File: config.mk
export PLATFORM = sky130hd
export DESIGN_NAME = psram_host
export DESIGN_NICKNAME = d
export VERILOG_FILES = /design/src/rtl/psram_host_pkg.sv /design/src/rtl/pin_sync_if.sv /design/src/rtl/psram_host.sv /design/src/rtl/pin_sync.sv
export SDC_FILE = /design/constraint.sdc
export NUM_CORES = 1
export LEC_CHECK = 0
export BUFFER_PORTS_ARGS = -buffer_cell sky130_fd_sc_hd__buf_4
export CAP_MARGIN = 20
export CORE_MARGIN = 4
export CORE_UTILIZATION = 57
export DETAILED_ROUTE_END_ITERATION = 16
export PLACE_DENSITY = 0.8
export SLEW_MARGIN = 10
export SYNTH_ARGS = -nofsm -noshare
export SYNTH_HDL_FRONTEND = slang
export SYNTH_SLANG_ARGS = --single-unit
File: constraint.sdc
create_clock -name sys_clk -period 5.2 [get_ports sys_clk]
set_input_delay 1.04 -clock sys_clk [delete_from_list [all_inputs] [get_ports sys_clk]]
set_output_delay 1.04 -clock sys_clk [all_outputs]
set_load 0.02 [all_outputs]
File: src/rtl/psram_host_pkg.sv
// constants and types of the octal ddr psram host controller
// assumes one host clock; the link clock is made from it by a divide by four, stretched while write data stalls
package psram_host_pkg;

  // ---------------------------------------------------------------
  // command-address word layout
  // ---------------------------------------------------------------
  localparam int          CA_W         = 48;
  localparam int          CA_RD_BIT    = 47;
  localparam int          CA_SPACE_BIT = 46;
  localparam int          CA_TYPE_BIT  = 45;
  localparam int          CA_UPPER_LO  = 16;
  localparam logic [9:0]  CA_LAST_BYTE = 10'h005;
  localparam logic [12:0] CA_RSVD      = 13'h0000;

  // ---------------------------------------------------------------
  // timing
  // ---------------------------------------------------------------
  localparam int          SYS_PERIOD_NS  = 40;
  localparam int          LINK_PERIOD_NS = 4 * SYS_PERIOD_NS;
  localparam logic [9:0]  PREAMBLE_HALF  = 10'h001;
  localparam logic [3:0]  LAT_RESET      = 4'h6;

  // ---------------------------------------------------------------
  // controller states
  // ---------------------------------------------------------------
  typedef enum logic [2:0] {
    ST_IDLE   = 3'h0,
    ST_SELECT = 3'h1,
    ST_CMD    = 3'h2,
    ST_LAT    = 3'h3,
    ST_WDATA  = 3'h4,
    ST_RDATA  = 3'h5,
    ST_DESEL  = 3'h6
  } state_e;

endpackage

File: src/rtl/pin_sync_if.sv
// synchronised copies of the data lanes and strobe
// assumes both modports sit in the host clock domain
`timescale 1ns/1ps
interface pin_sync_if;
  logic [7:0] dqSync;
  logic       rwdsSync;
  modport src (output dqSync, output rwdsSync);
  modport dst (input dqSync, input rwdsSync);
endinterface

File: src/rtl/psram_host.sv
// host controller for an octal ddr self-refresh psram
// assumes the caller knows the read latency programmed in config_reg_zero[7:4]
`timescale 1ns/1ps
module psram_host (
  input  wire logic        sys_clk,
  input  wire logic        nrst,
  input  wire logic        reqValid,
  output logic             reqReady,
  input  wire logic        reqRead,
  input  wire logic        reqReg,
  input  wire logic        reqLinear,
  input  wire logic [31:0] reqAddr,
  input  wire logic [7:0]  reqLen,
  input  wire logic [3:0]  latCount,
  input  wire logic        wrValid,
  output logic             wrReady,
  input  wire logic [15:0] wrData,
  input  wire logic [1:0]  wrMask,
  output logic             rdValid,
  output logic [15:0]      rdData,
  output logic             busy,
  output logic             linkClk,
  output logic             clock_complement,
  output logic             selN,
  input  wire logic [7:0]  dqIn,
  output logic [7:0]       dqOut,
  output logic             dqOe,
  input  wire logic        rwdsIn,
  output logic             rw_data_strobe,
  output logic             rwdsOe
);
  psram_host_pkg::state_e st_r;
  logic [47:0] command_address_word;
  logic [7:0]  len_r;
  logic [7:0]  words_r;
  logic [3:0]  lat_r;
  logic        dbl_r;
  logic        zero_r;
  logic        rd_r;
  logic        ph_r;
  logic        half_r;
  logic [9:0]  cnt_r;
  logic [15:0] word_r;
  logic [1:0]  mask_r;
  logic        rwdsPrev_r;
  logic        rdHalf_r;
  logic [7:0]  rdA_r;
  logic        rdValid_r;
  logic [15:0] rdData_r;
  logic [7:0]  dqOut_r;
  logic        dqOe_r;
  logic        rwdsOut_r;
  logic        rwdsOe_r;
  logic        selN_r;
  pin_sync_if  sync ();

  pin_sync u_sync (
    .sys_clk (sys_clk),
    .nrst    (nrst),
    .dqIn    (dqIn),
    .rwdsIn  (rwdsIn),
    .sync    (sync.src)
  );

  function automatic logic [7:0] caByte(input logic [47:0] ca, input logic [9:0] idx);
    case (idx)
      10'h000: caByte = ca[47:40];
      10'h001: caByte = ca[39:32];
      10'h002: caByte = ca[31:24];
      10'h003: caByte = ca[23:16];
      10'h004: caByte = ca[15:8];
      default: caByte = ca[7:0];
    endcase
  endfunction

  // ---------------------------------------------------------------
  // decode
  // ---------------------------------------------------------------
  logic        active;
  logic        halfEnd;
  logic [9:0]  latHalves;
  logic [9:0]  dataHalves;
  logic        preData;
  logic        loadA;
  logic        loadB;
  logic        stall;
  logic        rwdsEdge;
  logic [47:0] caNew;
  logic        regWrite;

  assign active     = (st_r != psram_host_pkg::ST_IDLE);
  assign latHalves  = {5'h00, lat_r, 1'b0} << dbl_r;
  assign dataHalves = {1'b0, len_r, 1'b0};
  assign preData    = (st_r == psram_host_pkg::ST_CMD && cnt_r == psram_host_pkg::CA_LAST_BYTE && zero_r)
                   || (st_r == psram_host_pkg::ST_LAT && cnt_r == latHalves - 10'h001 && !rd_r);
  assign loadA      = preData || (st_r == psram_host_pkg::ST_WDATA && cnt_r[0] && cnt_r + 10'h001 < dataHalves);
  assign loadB      = st_r == psram_host_pkg::ST_WDATA && !cnt_r[0] && cnt_r + 10'h001 < dataHalves;
  assign stall      = !ph_r && loadA && !wrValid;
  assign halfEnd    = active && ph_r;
  assign rwdsEdge   = sync.rwdsSync != rwdsPrev_r;
  assign regWrite   = reqReg && !reqRead;
  // command fields, register writes forced linear
  assign caNew      = {reqRead, reqReg, reqLinear | regWrite, reqAddr[31:3], psram_host_pkg::CA_RSVD, reqAddr[2:0]};

  assign reqReady         = !active;
  assign wrReady          = active && !ph_r && loadA && wrValid;
  assign busy             = active;
  assign linkClk          = half_r;
  assign clock_complement = !half_r;
  assign selN             = selN_r;
  assign dqOut            = dqOut_r;
  assign dqOe             = dqOe_r;
  assign rw_data_strobe   = rwdsOut_r;
  assign rwdsOe           = rwdsOe_r;
  assign rdValid          = rdValid_r;
  assign rdData           = rdData_r;

  // ---------------------------------------------------------------
  // sequencer: a link half-period is two host cycles, held longer while write data stalls
  // ---------------------------------------------------------------
  always_ff @(posedge sys_clk) begin
    if (!nrst) begin
      st_r <= psram_host_pkg::ST_IDLE;
      ph_r <= 1'b0;
      half_r <= 1'b0;
      cnt_r <= 10'h000;
      selN_r <= 1'b1;
      command_address_word <= 48'h0000_0000_0000;
      len_r <= 8'h00;
      lat_r <= psram_host_pkg::LAT_RESET;
      rd_r <= 1'b0;
      zero_r <= 1'b0;
      dbl_r <= 1'b0;
    end else begin
      ph_r <= active && (stall ? ph_r : !ph_r);
      case (st_r)
        psram_host_pkg::ST_IDLE: begin
          // select falls with the clock held low; burst bounded by reqLen
          if (reqValid) begin
            command_address_word <= caNew;
            len_r <= reqLen;
            lat_r <= latCount;
            rd_r <= reqRead;
            zero_r <= regWrite;
            dbl_r <= 1'b0;
            cnt_r <= 10'h000;
            selN_r <= 1'b0;
            st_r <= psram_host_pkg::ST_SELECT;
          end
        end
        psram_host_pkg::ST_SELECT: begin
          if (halfEnd) begin
            half_r <= 1'b1;
            st_r <= psram_host_pkg::ST_CMD;
          end
        end
        psram_host_pkg::ST_CMD: begin
          // strobe high during command doubles latency
          if (sync.rwdsSync && cnt_r >= 10'h002) begin
            dbl_r <= 1'b1;
          end
          // six command bytes over three clocks
          if (halfEnd) begin
            half_r <= !half_r;
            cnt_r <= (cnt_r == psram_host_pkg::CA_LAST_BYTE) ? 10'h000 : cnt_r + 10'h001;
            if (cnt_r == psram_host_pkg::CA_LAST_BYTE) begin
              st_r <= zero_r ? psram_host_pkg::ST_WDATA : psram_host_pkg::ST_LAT;
            end
          end
        end
        psram_host_pkg::ST_LAT: begin
          // clock the initial latency, doubled when flagged
          if (halfEnd) begin
            half_r <= !half_r;
            cnt_r <= (cnt_r == latHalves - 10'h001) ? 10'h000 : cnt_r + 10'h001;
            if (cnt_r == latHalves - 10'h001) begin
              st_r <= rd_r ? psram_host_pkg::ST_RDATA : psram_host_pkg::ST_WDATA;
            end
          end
        end
        psram_host_pkg::ST_WDATA: begin
          if (halfEnd) begin
            half_r <= !half_r;
            cnt_r <= cnt_r + 10'h001;
            // stop on byte B's falling edge: one more edge would clock junk in
            if (cnt_r + 10'h002 == dataHalves) begin
              st_r <= psram_host_pkg::ST_DESEL;
            end
          end
        end
        psram_host_pkg::ST_RDATA: begin
          // keep clocking until every word has arrived
          if (halfEnd) begin
            half_r <= !half_r;
          end
          if (rdValid_r && words_r == len_r) begin
            st_r <= psram_host_pkg::ST_DESEL;
          end
        end
        psram_host_pkg::ST_DESEL: begin
          // park clock low, then raise select
          if (halfEnd) begin
            half_r <= 1'b0;
            if (!half_r) begin
              selN_r <= 1'b1;
              st_r <= psram_host_pkg::ST_IDLE;
            end
          end
        end
        default: st_r <= psram_host_pkg::ST_IDLE;
      endcase
    end
  end

  // ---------------------------------------------------------------
  // pin drive: bytes change mid half, centred on the next edge
  // ---------------------------------------------------------------
  always_ff @(posedge sys_clk) begin
    if (!nrst) begin
      dqOut_r <= 8'h00;
      dqOe_r <= 1'b0;
      rwdsOut_r <= 1'b0;
      rwdsOe_r <= 1'b0;
      word_r <= 16'h0000;
      mask_r <= 2'h0;
    end else if (!active || st_r == psram_host_pkg::ST_DESEL) begin
      dqOe_r <= 1'b0;
      rwdsOe_r <= 1'b0;
    end else if (!ph_r && !stall) begin
      if (st_r == psram_host_pkg::ST_SELECT) begin
        dqOut_r <= caByte(command_address_word, 10'h000);
        dqOe_r <= 1'b1;
      end else if (st_r == psram_host_pkg::ST_CMD && cnt_r < psram_host_pkg::CA_LAST_BYTE) begin
        dqOut_r <= caByte(command_address_word, cnt_r + 10'h001);
      end else if (loadA) begin
        // byte A for the rising edge
        word_r <= wrData;
        mask_r <= wrMask;
        dqOut_r <= wrData[15:8];
        dqOe_r <= 1'b1;
        // strobe high masks; never on zero-latency
        rwdsOut_r <= !zero_r && wrMask[1];
      end else if (loadB) begin
        dqOut_r <= word_r[7:0];
        rwdsOut_r <= !zero_r && mask_r[0];
      end else if (st_r == psram_host_pkg::ST_CMD || st_r == psram_host_pkg::ST_RDATA) begin
        dqOe_r <= st_r == psram_host_pkg::ST_CMD;
      end
      // low preamble after turnaround; zero-latency never drives
      if (st_r == psram_host_pkg::ST_LAT && !rd_r && cnt_r >= psram_host_pkg::PREAMBLE_HALF) begin
        rwdsOe_r <= 1'b1;
        rwdsOut_r <= preData && wrMask[1];
      end
      if (st_r == psram_host_pkg::ST_LAT && cnt_r < psram_host_pkg::PREAMBLE_HALF) begin
        dqOe_r <= 1'b0;
      end
    end
  end

  // ---------------------------------------------------------------
  // read capture on strobe transitions
  // ---------------------------------------------------------------
  always_ff @(posedge sys_clk) begin
    if (!nrst) begin
      rwdsPrev_r <= 1'b0;
      rdHalf_r <= 1'b0;
      rdA_r <= 8'h00;
      rdValid_r <= 1'b0;
      rdData_r <= 16'h0000;
      words_r <= 8'h00;
    end else begin
      rwdsPrev_r <= sync.rwdsSync;
      rdValid_r <= 1'b0;
      if (st_r != psram_host_pkg::ST_RDATA) begin
        rdHalf_r <= 1'b0;
        words_r <= 8'h00;
      end else if (rwdsEdge && !(rdValid_r && words_r == len_r)) begin
        // one byte per strobe transition, A first
        rdHalf_r <= !rdHalf_r;
        rdA_r <= sync.dqSync;
        if (rdHalf_r) begin
          rdData_r <= {rdA_r, sync.dqSync};
          rdValid_r <= 1'b1;
          words_r <= words_r + 8'h01;
        end
      end
    end
  end
endmodule

File: src/rtl/pin_sync.sv
// two flip-flop synchronisers for the pins the device drives
// assumes raw pin levels arrive unrelated to sys_clk
`timescale 1ns/1ps
module pin_sync (
  input  wire logic       sys_clk,
  input  wire logic       nrst,
  input  wire logic [7:0] dqIn,
  input  wire logic       rwdsIn,
  pin_sync_if.src         sync
);
  logic [8:0] raw;
  logic [8:0] meta_r;
  logic [8:0] sync_r;

  assign raw = {rwdsIn, dqIn};

  // ---------------------------------------------------------------
  // one synchroniser per pin
  // ---------------------------------------------------------------
  for (genvar i = 0; i < 9; i++) begin : g_sync
    always_ff @(posedge sys_clk) begin
      if (!nrst) begin
        meta_r[i] <= 1'b0;
        sync_r[i] <= 1'b0;
      end else begin
        meta_r[i] <= raw[i];
        sync_r[i] <= meta_r[i];
      end
    end
  end

  assign sync.dqSync   = sync_r[7:0];
  assign sync.rwdsSync = sync_r[8];
endmodule

# After elaboration in Yosys (flattened, before gate mapping)
# Index checks and enable logic that the tools add are counted.
# word_totals
register_bits	139
out_inout_bits	34
# classes
n_reduce_logical	70
n_lt_le_gt_ge	5
shifts	1
eq_ne	33
n_mux	49
bitwise_logic	7
n_addsub	4
# ops
op	count
10-bit 2-to-1 mux	6
10-bit one-hot mux with 4 select lines	1
8-bit one-hot mux with 5 select lines	1
3-bit 2-to-1 mux	12
8-bit 2-to-1 mux	4
1-bit logical AND	27
1-bit 2-to-1 mux	21
3-bit one-hot mux with 7 select lines	1
10-bit by 2-bit == test with 1-bit output, second input constant	2
10-bit by 3-bit == test with 1-bit output, second input constant	2
2-bit inequality test, second input constant	10
5-bit AND reduction	3
4-bit AND reduction	3
4-bit nonzero test	3
1-bit logical NOT	11
11-bit AND reduction	1
10-bit by 1-bit adder with 10-bit output, second input constant	1
10-bit by 2-bit adder with 10-bit output, second input constant	1
10-bit by 1-bit == test with 1-bit output, second input constant	1
10-bit == test	1
10-bit by 9-bit == test with 1-bit output	1
10-bit by 1-bit >= comparator with 1-bit output, second input constant	1
10-bit by 2-bit >= comparator with 1-bit output, second input constant	1
10-bit logical NOT	1
other kinds (28)	53

# Logic depth before layout (Yosys ltp)
# depth
ltp_word	12
mapped_depth	19
mapped_depth_nobuf	16

# Cells and area by module
# A second synthesis with hierarchy kept.
# unflattened
cells_unflattened	824
hier_area_um2	6832.8
# by_module_without_submodules
mod	area_per_inst_um2	instances	seq_area_each_um2	cells_each
psram_host	6331.1	1	2402.3	787
pin_sync	501.7	1	360.3	37

# Worst setup path after synthesis
# OpenSTA, ideal clock, no wires.
# synth_timing
kind	flip-flop to output port
start	register cnt_r[1]
end	output port wrReady
setup_slack_ns	0.903
path_stages_with_launch	13
arrival_ns	3.257
cell_sequence	dfxtp_1 ha_1 nand3_1 nor2_1 xor2_1 ha_1 a211oi_1 a21oi_1 a21oi_1 a21bo_2 nor2_1 buf_2 nor4b_1
# synth_via
elab_chain_len	7
elab_cells_between_ends	13
cone_classes	add/sub: 1; order compare: 1; eq/ne: 2; reduce/logical: 9
# synth_rtl
item	line_no	rtl
start: declaration	psram_host.sv:42	logic [9:0] cnt_r;
start signal: assignment	psram_host.sv:165	cnt_r <= (cnt_r == psram_host_pkg::CA_LAST_BYTE) ? 10'h000 : cnt_r + 10'h001;
start signal: assignment	psram_host.sv:175	cnt_r <= (cnt_r == latHalves - 10'h001) ? 10'h000 : cnt_r + 10'h001;
start signal: assignment	psram_host.sv:184	cnt_r <= cnt_r + 10'h001;
branches (longest 4 deep; another with 10-bit by 1-bit adder with 10-bit output)	--	
1-bit logical OR *	psram_host.sv:96	assign loadA = preData || (st_r == psram_host_pkg::ST_WDATA && cnt_r[0] && cnt_r + 10'h001 < dataHalves);
1-bit logical AND * (2 in a row)	psram_host.sv:106	assign wrReady = active && !ph_r && loadA && wrValid;
end: declaration	psram_host.sv:16	output logic wrReady,
# Every way passes the cells marked *.

# Worst setup path in the final report
# Ends and elaborated chain as after synthesis.

==> flow_summary.json <==
{
  "r2r_cells": 17,
  "coreArea_um2": 11600,
  "layout-drive-gt1-share_pct": 18.0,
  "root_buffer": "clkbuf_16",
  "crit_fanout": 11,
  "grt_overflow": 0,
  "synth-simple-area-share_pct": 23.8,
  "maxCapViolCount": 0,
  "r2r-end": "word_r[0]$_SDFFE_PN0P_",
  "dr_total_vias": 6467,
  "max_slew_margin_pct": 14.9,
  "grt_usage_pct": 26.9,
  "synthArstFlopShare_pct": 0,
  "routedWlPerCell_um": 17.1,
  "tritoncts": "yes",
  "synth_top_family_by_area": "simple AND/OR/NAND/NOR gates",
  "top_level_ports": 112,
  "fin_crit_sh_pct": 93.1,
  "end_kind": "output pin",
  "clockBufferDepth": 2,
  "crit_arrival_ps": 3800,
  "cts_sinks": 138,
  "dieArea_um2": 13900,
  "crit_required_ps": 4160,
  "synth_seq_cells": 138,
  "fin_ws_ps": 358,
  "start_util_pct": 59.3,
  "grt_pass1_wl_um": 30500,
  "finClkSkew_ps": 5.95,
  "crit_end": "wrReady",
  "r2r-start": "cnt_r[1]$_SDFFE_PN0P_",
  "numCtsBuffers": 17,
  "tns_ps": 0,
  "grt_setup_unrepaired": "no",
  "dp_slack_ps": 692,
  "regToRegSetupSlack_ps": 780,
  "syn_area_um2": 6890,
  "drt-pass1-iter-count": 5,
  "hold_path.class": "reg -> reg",
  "seq_area_frac_synth_pct": 40.1,
  "worstMarginPinSlew_ps": 1280,
  "p_per_area_nw_per_um2": 417,
  "cts.reportedPaths.clkPinSlew_ps": 60,
  "nets": 1032,
  "die_h_um": 118,
  "port_buffers": 111,
  "ys_warn_count": 0,
  "antenna_found_initial": 0,
  "synthMuxAreaShare_pct": 5.68,
  "startpoint": "cnt_r[1]$_SDFFE_PN0P_",
  "synth_edf_count": 0,
  "fmax_mhz": 207,
  "synth_compound_area_share_pct": 17.5,
  "gp_congestion": 0.892,
  "syn_nets": 950,
  "start_kind": "flip-flop",
  "vdd_ir_drop_max_mv": 0.359,
  "synth.distinct_cells": 72,
  "wirelength_um": 18700,
  "die_x_um": 118,
  "status": "finished clean",
  "period_needed_ps": 4840,
  "drt_iter0_markers": 518,
  "syn_avg_cell_area_um2": 8.07,
  "cts_max_level": 4,
  "synthFlopType": "dfxtp_1",
  "antenna_cells": 0,
  "grt_pass1_vias": 6246,
  "via_per_inst": 5.92,
  "synthCells": 854,
  "setup_viol": 0,
  "crit_type": "reg -> out",
  "slew_viol_final": 0,
  "clock_latency_ps": 420,
  "area.growth.synth_to_final_pct": 21.2,
  "synth-adder-area-share_pct": 3.27,
  "dp_hpwl_um": 13500,
  "synthXorXnorAreaFrac_pct": 4.96,
  "fp-row-count": 39,
  "drtAntennaViolNets": 0,
  "drc": 0,
  "cellLeakagePower_nw": 3.53,
  "hold_violations": 0,
  "grt_max_degree": 63
}
## per-stage QoR
| step | cell area (um^2) | total power [mW] | hold WS, ps | instances | utilization, % |
|---|---|---|---|---|---|
| floorplan | 6890 | 1.98 | 412 | 854 | - |
| global placement | 7700 | 2.26 | 414 | 1057 | 66.3 |
| global route | 8350 | 3.67 | 447 | 1092 | 71.9 |
| detailed placement | 7720 | 2.29 | 418 | 1058 | 66.4 |
| finish | 8350 | 3.48 | 433 | 1092 | 71.9 |
| CTS | 8300 | 3.47 | 432 | 1090 | 71.5 |
## flip-flops by register name (all words and copies together), names as in the netlist, 3 cells and up
signal and cells:
rdA_r 8, rdData 16, cnt_r 10, words_r 8
u_sync.meta_r 9, u_sync.sync.dqSync 8, len_r 8, command_address_word 34
st_r 3, word_r 8, dqOut 8, lat_r 4
## critical path, stage by stage (launching register included)
cell	delay, ps
dfxtp_1	520
ha_1	320
nand3_1	90
buf_4	190
nor2_1	120
xor2_1	220
ha_1	300
a211oi_1	250
a21oi_1	100
a21oi_1	360
a21bo_2	220
nor2_1	150
nor4b_1	350
buf_4	200
## cells by family (layout without fill, tap and decap cells)
group | count (synthesis) | after routing
simple gates | 356 | 356
compound gates | 185 | 185
flops | 138 | 138
buf+inv | 79 | 174
xor+xnor | 39 | 39
mux | 39 | 39
fa+ha+maj | 18 | 18
## cell type report
| cell class | count | area, um^2 |
|---|---|---|
| fill | 932 | 3270 |
| sequential | 138 | 2770 |
| tap | 143 | 179 |
| clock inverter | 13 | 131 |
| timing repair buffer | 120 | 925 |
| inverter | 22 | 82.6 |
| multi-input combinational | 637 | 3810 |
| clock buffer | 19 | 453 |
## worst min path at each step
stage                                     start                                to  slack (ps)  cells past startpoint
floorplan           u_sync.meta_r[0]$_SDFF_PN0_  u_sync.sync.dqSync[0]$_SDFF_PN0_         410                      1
global placement    u_sync.meta_r[6]$_SDFF_PN0_  u_sync.sync.dqSync[6]$_SDFF_PN0_         410                      1
detailed placement  u_sync.meta_r[1]$_SDFF_PN0_  u_sync.sync.dqSync[1]$_SDFF_PN0_         420                      1
CTS                 u_sync.meta_r[1]$_SDFF_PN0_  u_sync.sync.dqSync[1]$_SDFF_PN0_         430                      1
global route        u_sync.meta_r[1]$_SDFF_PN0_  u_sync.sync.dqSync[1]$_SDFF_PN0_         450                      1
finish              u_sync.meta_r[1]$_SDFF_PN0_  u_sync.sync.dqSync[1]$_SDFF_PN0_         430                      1
## Yosys cell counts, drive strengths merged, types with 2 or more instances
master / count / area, um^2
a211oi: 3 / 22.5
mux2i: 38 / 380
o211ai: 3 / 22.5
and3: 4 / 25.0
nand2: 147 / 554
o21a: 4 / 30.0
a222oi: 6 / 60.1
a31oi: 18 / 113
nand4b: 2 / 17.5
nor2b: 6 / 37.5
clkbuf: 40 / 150
a21o: 2 / 15.0
o31ai: 4 / 30.0
a211o: 2 / 17.5
and2: 21 / 131
or3: 8 / 60.1
o2111ai: 3 / 32.5
a21boi: 4 / 33.8
nand2b: 8 / 50.1
nor3: 17 / 85.1
inv: 22 / 82.6
o21ai: 31 / 155
a41oi: 4 / 42.6
nor2: 82 / 308
nand4: 10 / 62.6
a2111oi: 2 / 37.5
o2111a: 2 / 22.5
o221a: 2 / 22.5
buf: 17 / 91.3
o31a: 3 / 26.3
ha: 18 / 225
nand3: 34 / 170
dfxtp: 138 / 2760
nand3b: 3 / 22.5
xnor2: 25 / 219
nor4: 3 / 25.0
o311ai: 2 / 17.5
xor2: 14 / 123
a21oi: 75 / 379
nor3b: 3 / 22.5
a22oi: 8 / 60.1
## per-layer routing
| metal | part of all wire (%) | wire length [um] | up-vias | global-route usage [%] |
|---|---|---|---|---|
| li1 | - | - | 3141 | - |
| met1 | 43 | 7980 | 3049 | 33.3 |
| met2 | 49 | 9140 | 233 | 45.2 |
| met3 | 6.2 | 1150 | 44 | 6.63 |
| met4 | 2.3 | 430 | 0 | 10.3 |
| met5 | 0 | 0 | - | 0 |
## repair_timing
action                                  CTS  global route
hold buffers                              0             0
endpoints found under the setup margin    0             1
resized for setup                         0             4
buffers inserted                          0             0
## report_power, final
group | switching [mW] | leakage (nW) | internal [mW]
clock | 0.489 | 0.277 | 0.695
combinational | 0.612 | 2.13 | 0.364
sequential | 0.142 | 1.13 | 1.18
total | 1.24 | 3.53 | 2.24
## cell usage in the layout (no fill, tap or decap), drive strengths merged, types with 3 or more instances in the layout
master,n
a211oi,3
a21boi,4
a21oi,75
a222oi,6
a22oi,8
a31oi,18
a41oi,4
and2,21
and3,4
buf,120
clkbuf,19
clkinvlp,4
dfxtp,138
ha,18
inv,28
mux2i,38
nand2,147
nand2b,8
nand3,34
nand3b,3
nand4,10
nor2,82
nor2b,6
nor3,17
nor3b,3
nor4,3
o2111ai,3
o211ai,3
o21a,4
o21ai,31
o31a,3
o31ai,4
or3,8
xnor2,25
xor2,14
Note: power is estimated with default switching activity, not from simulation.
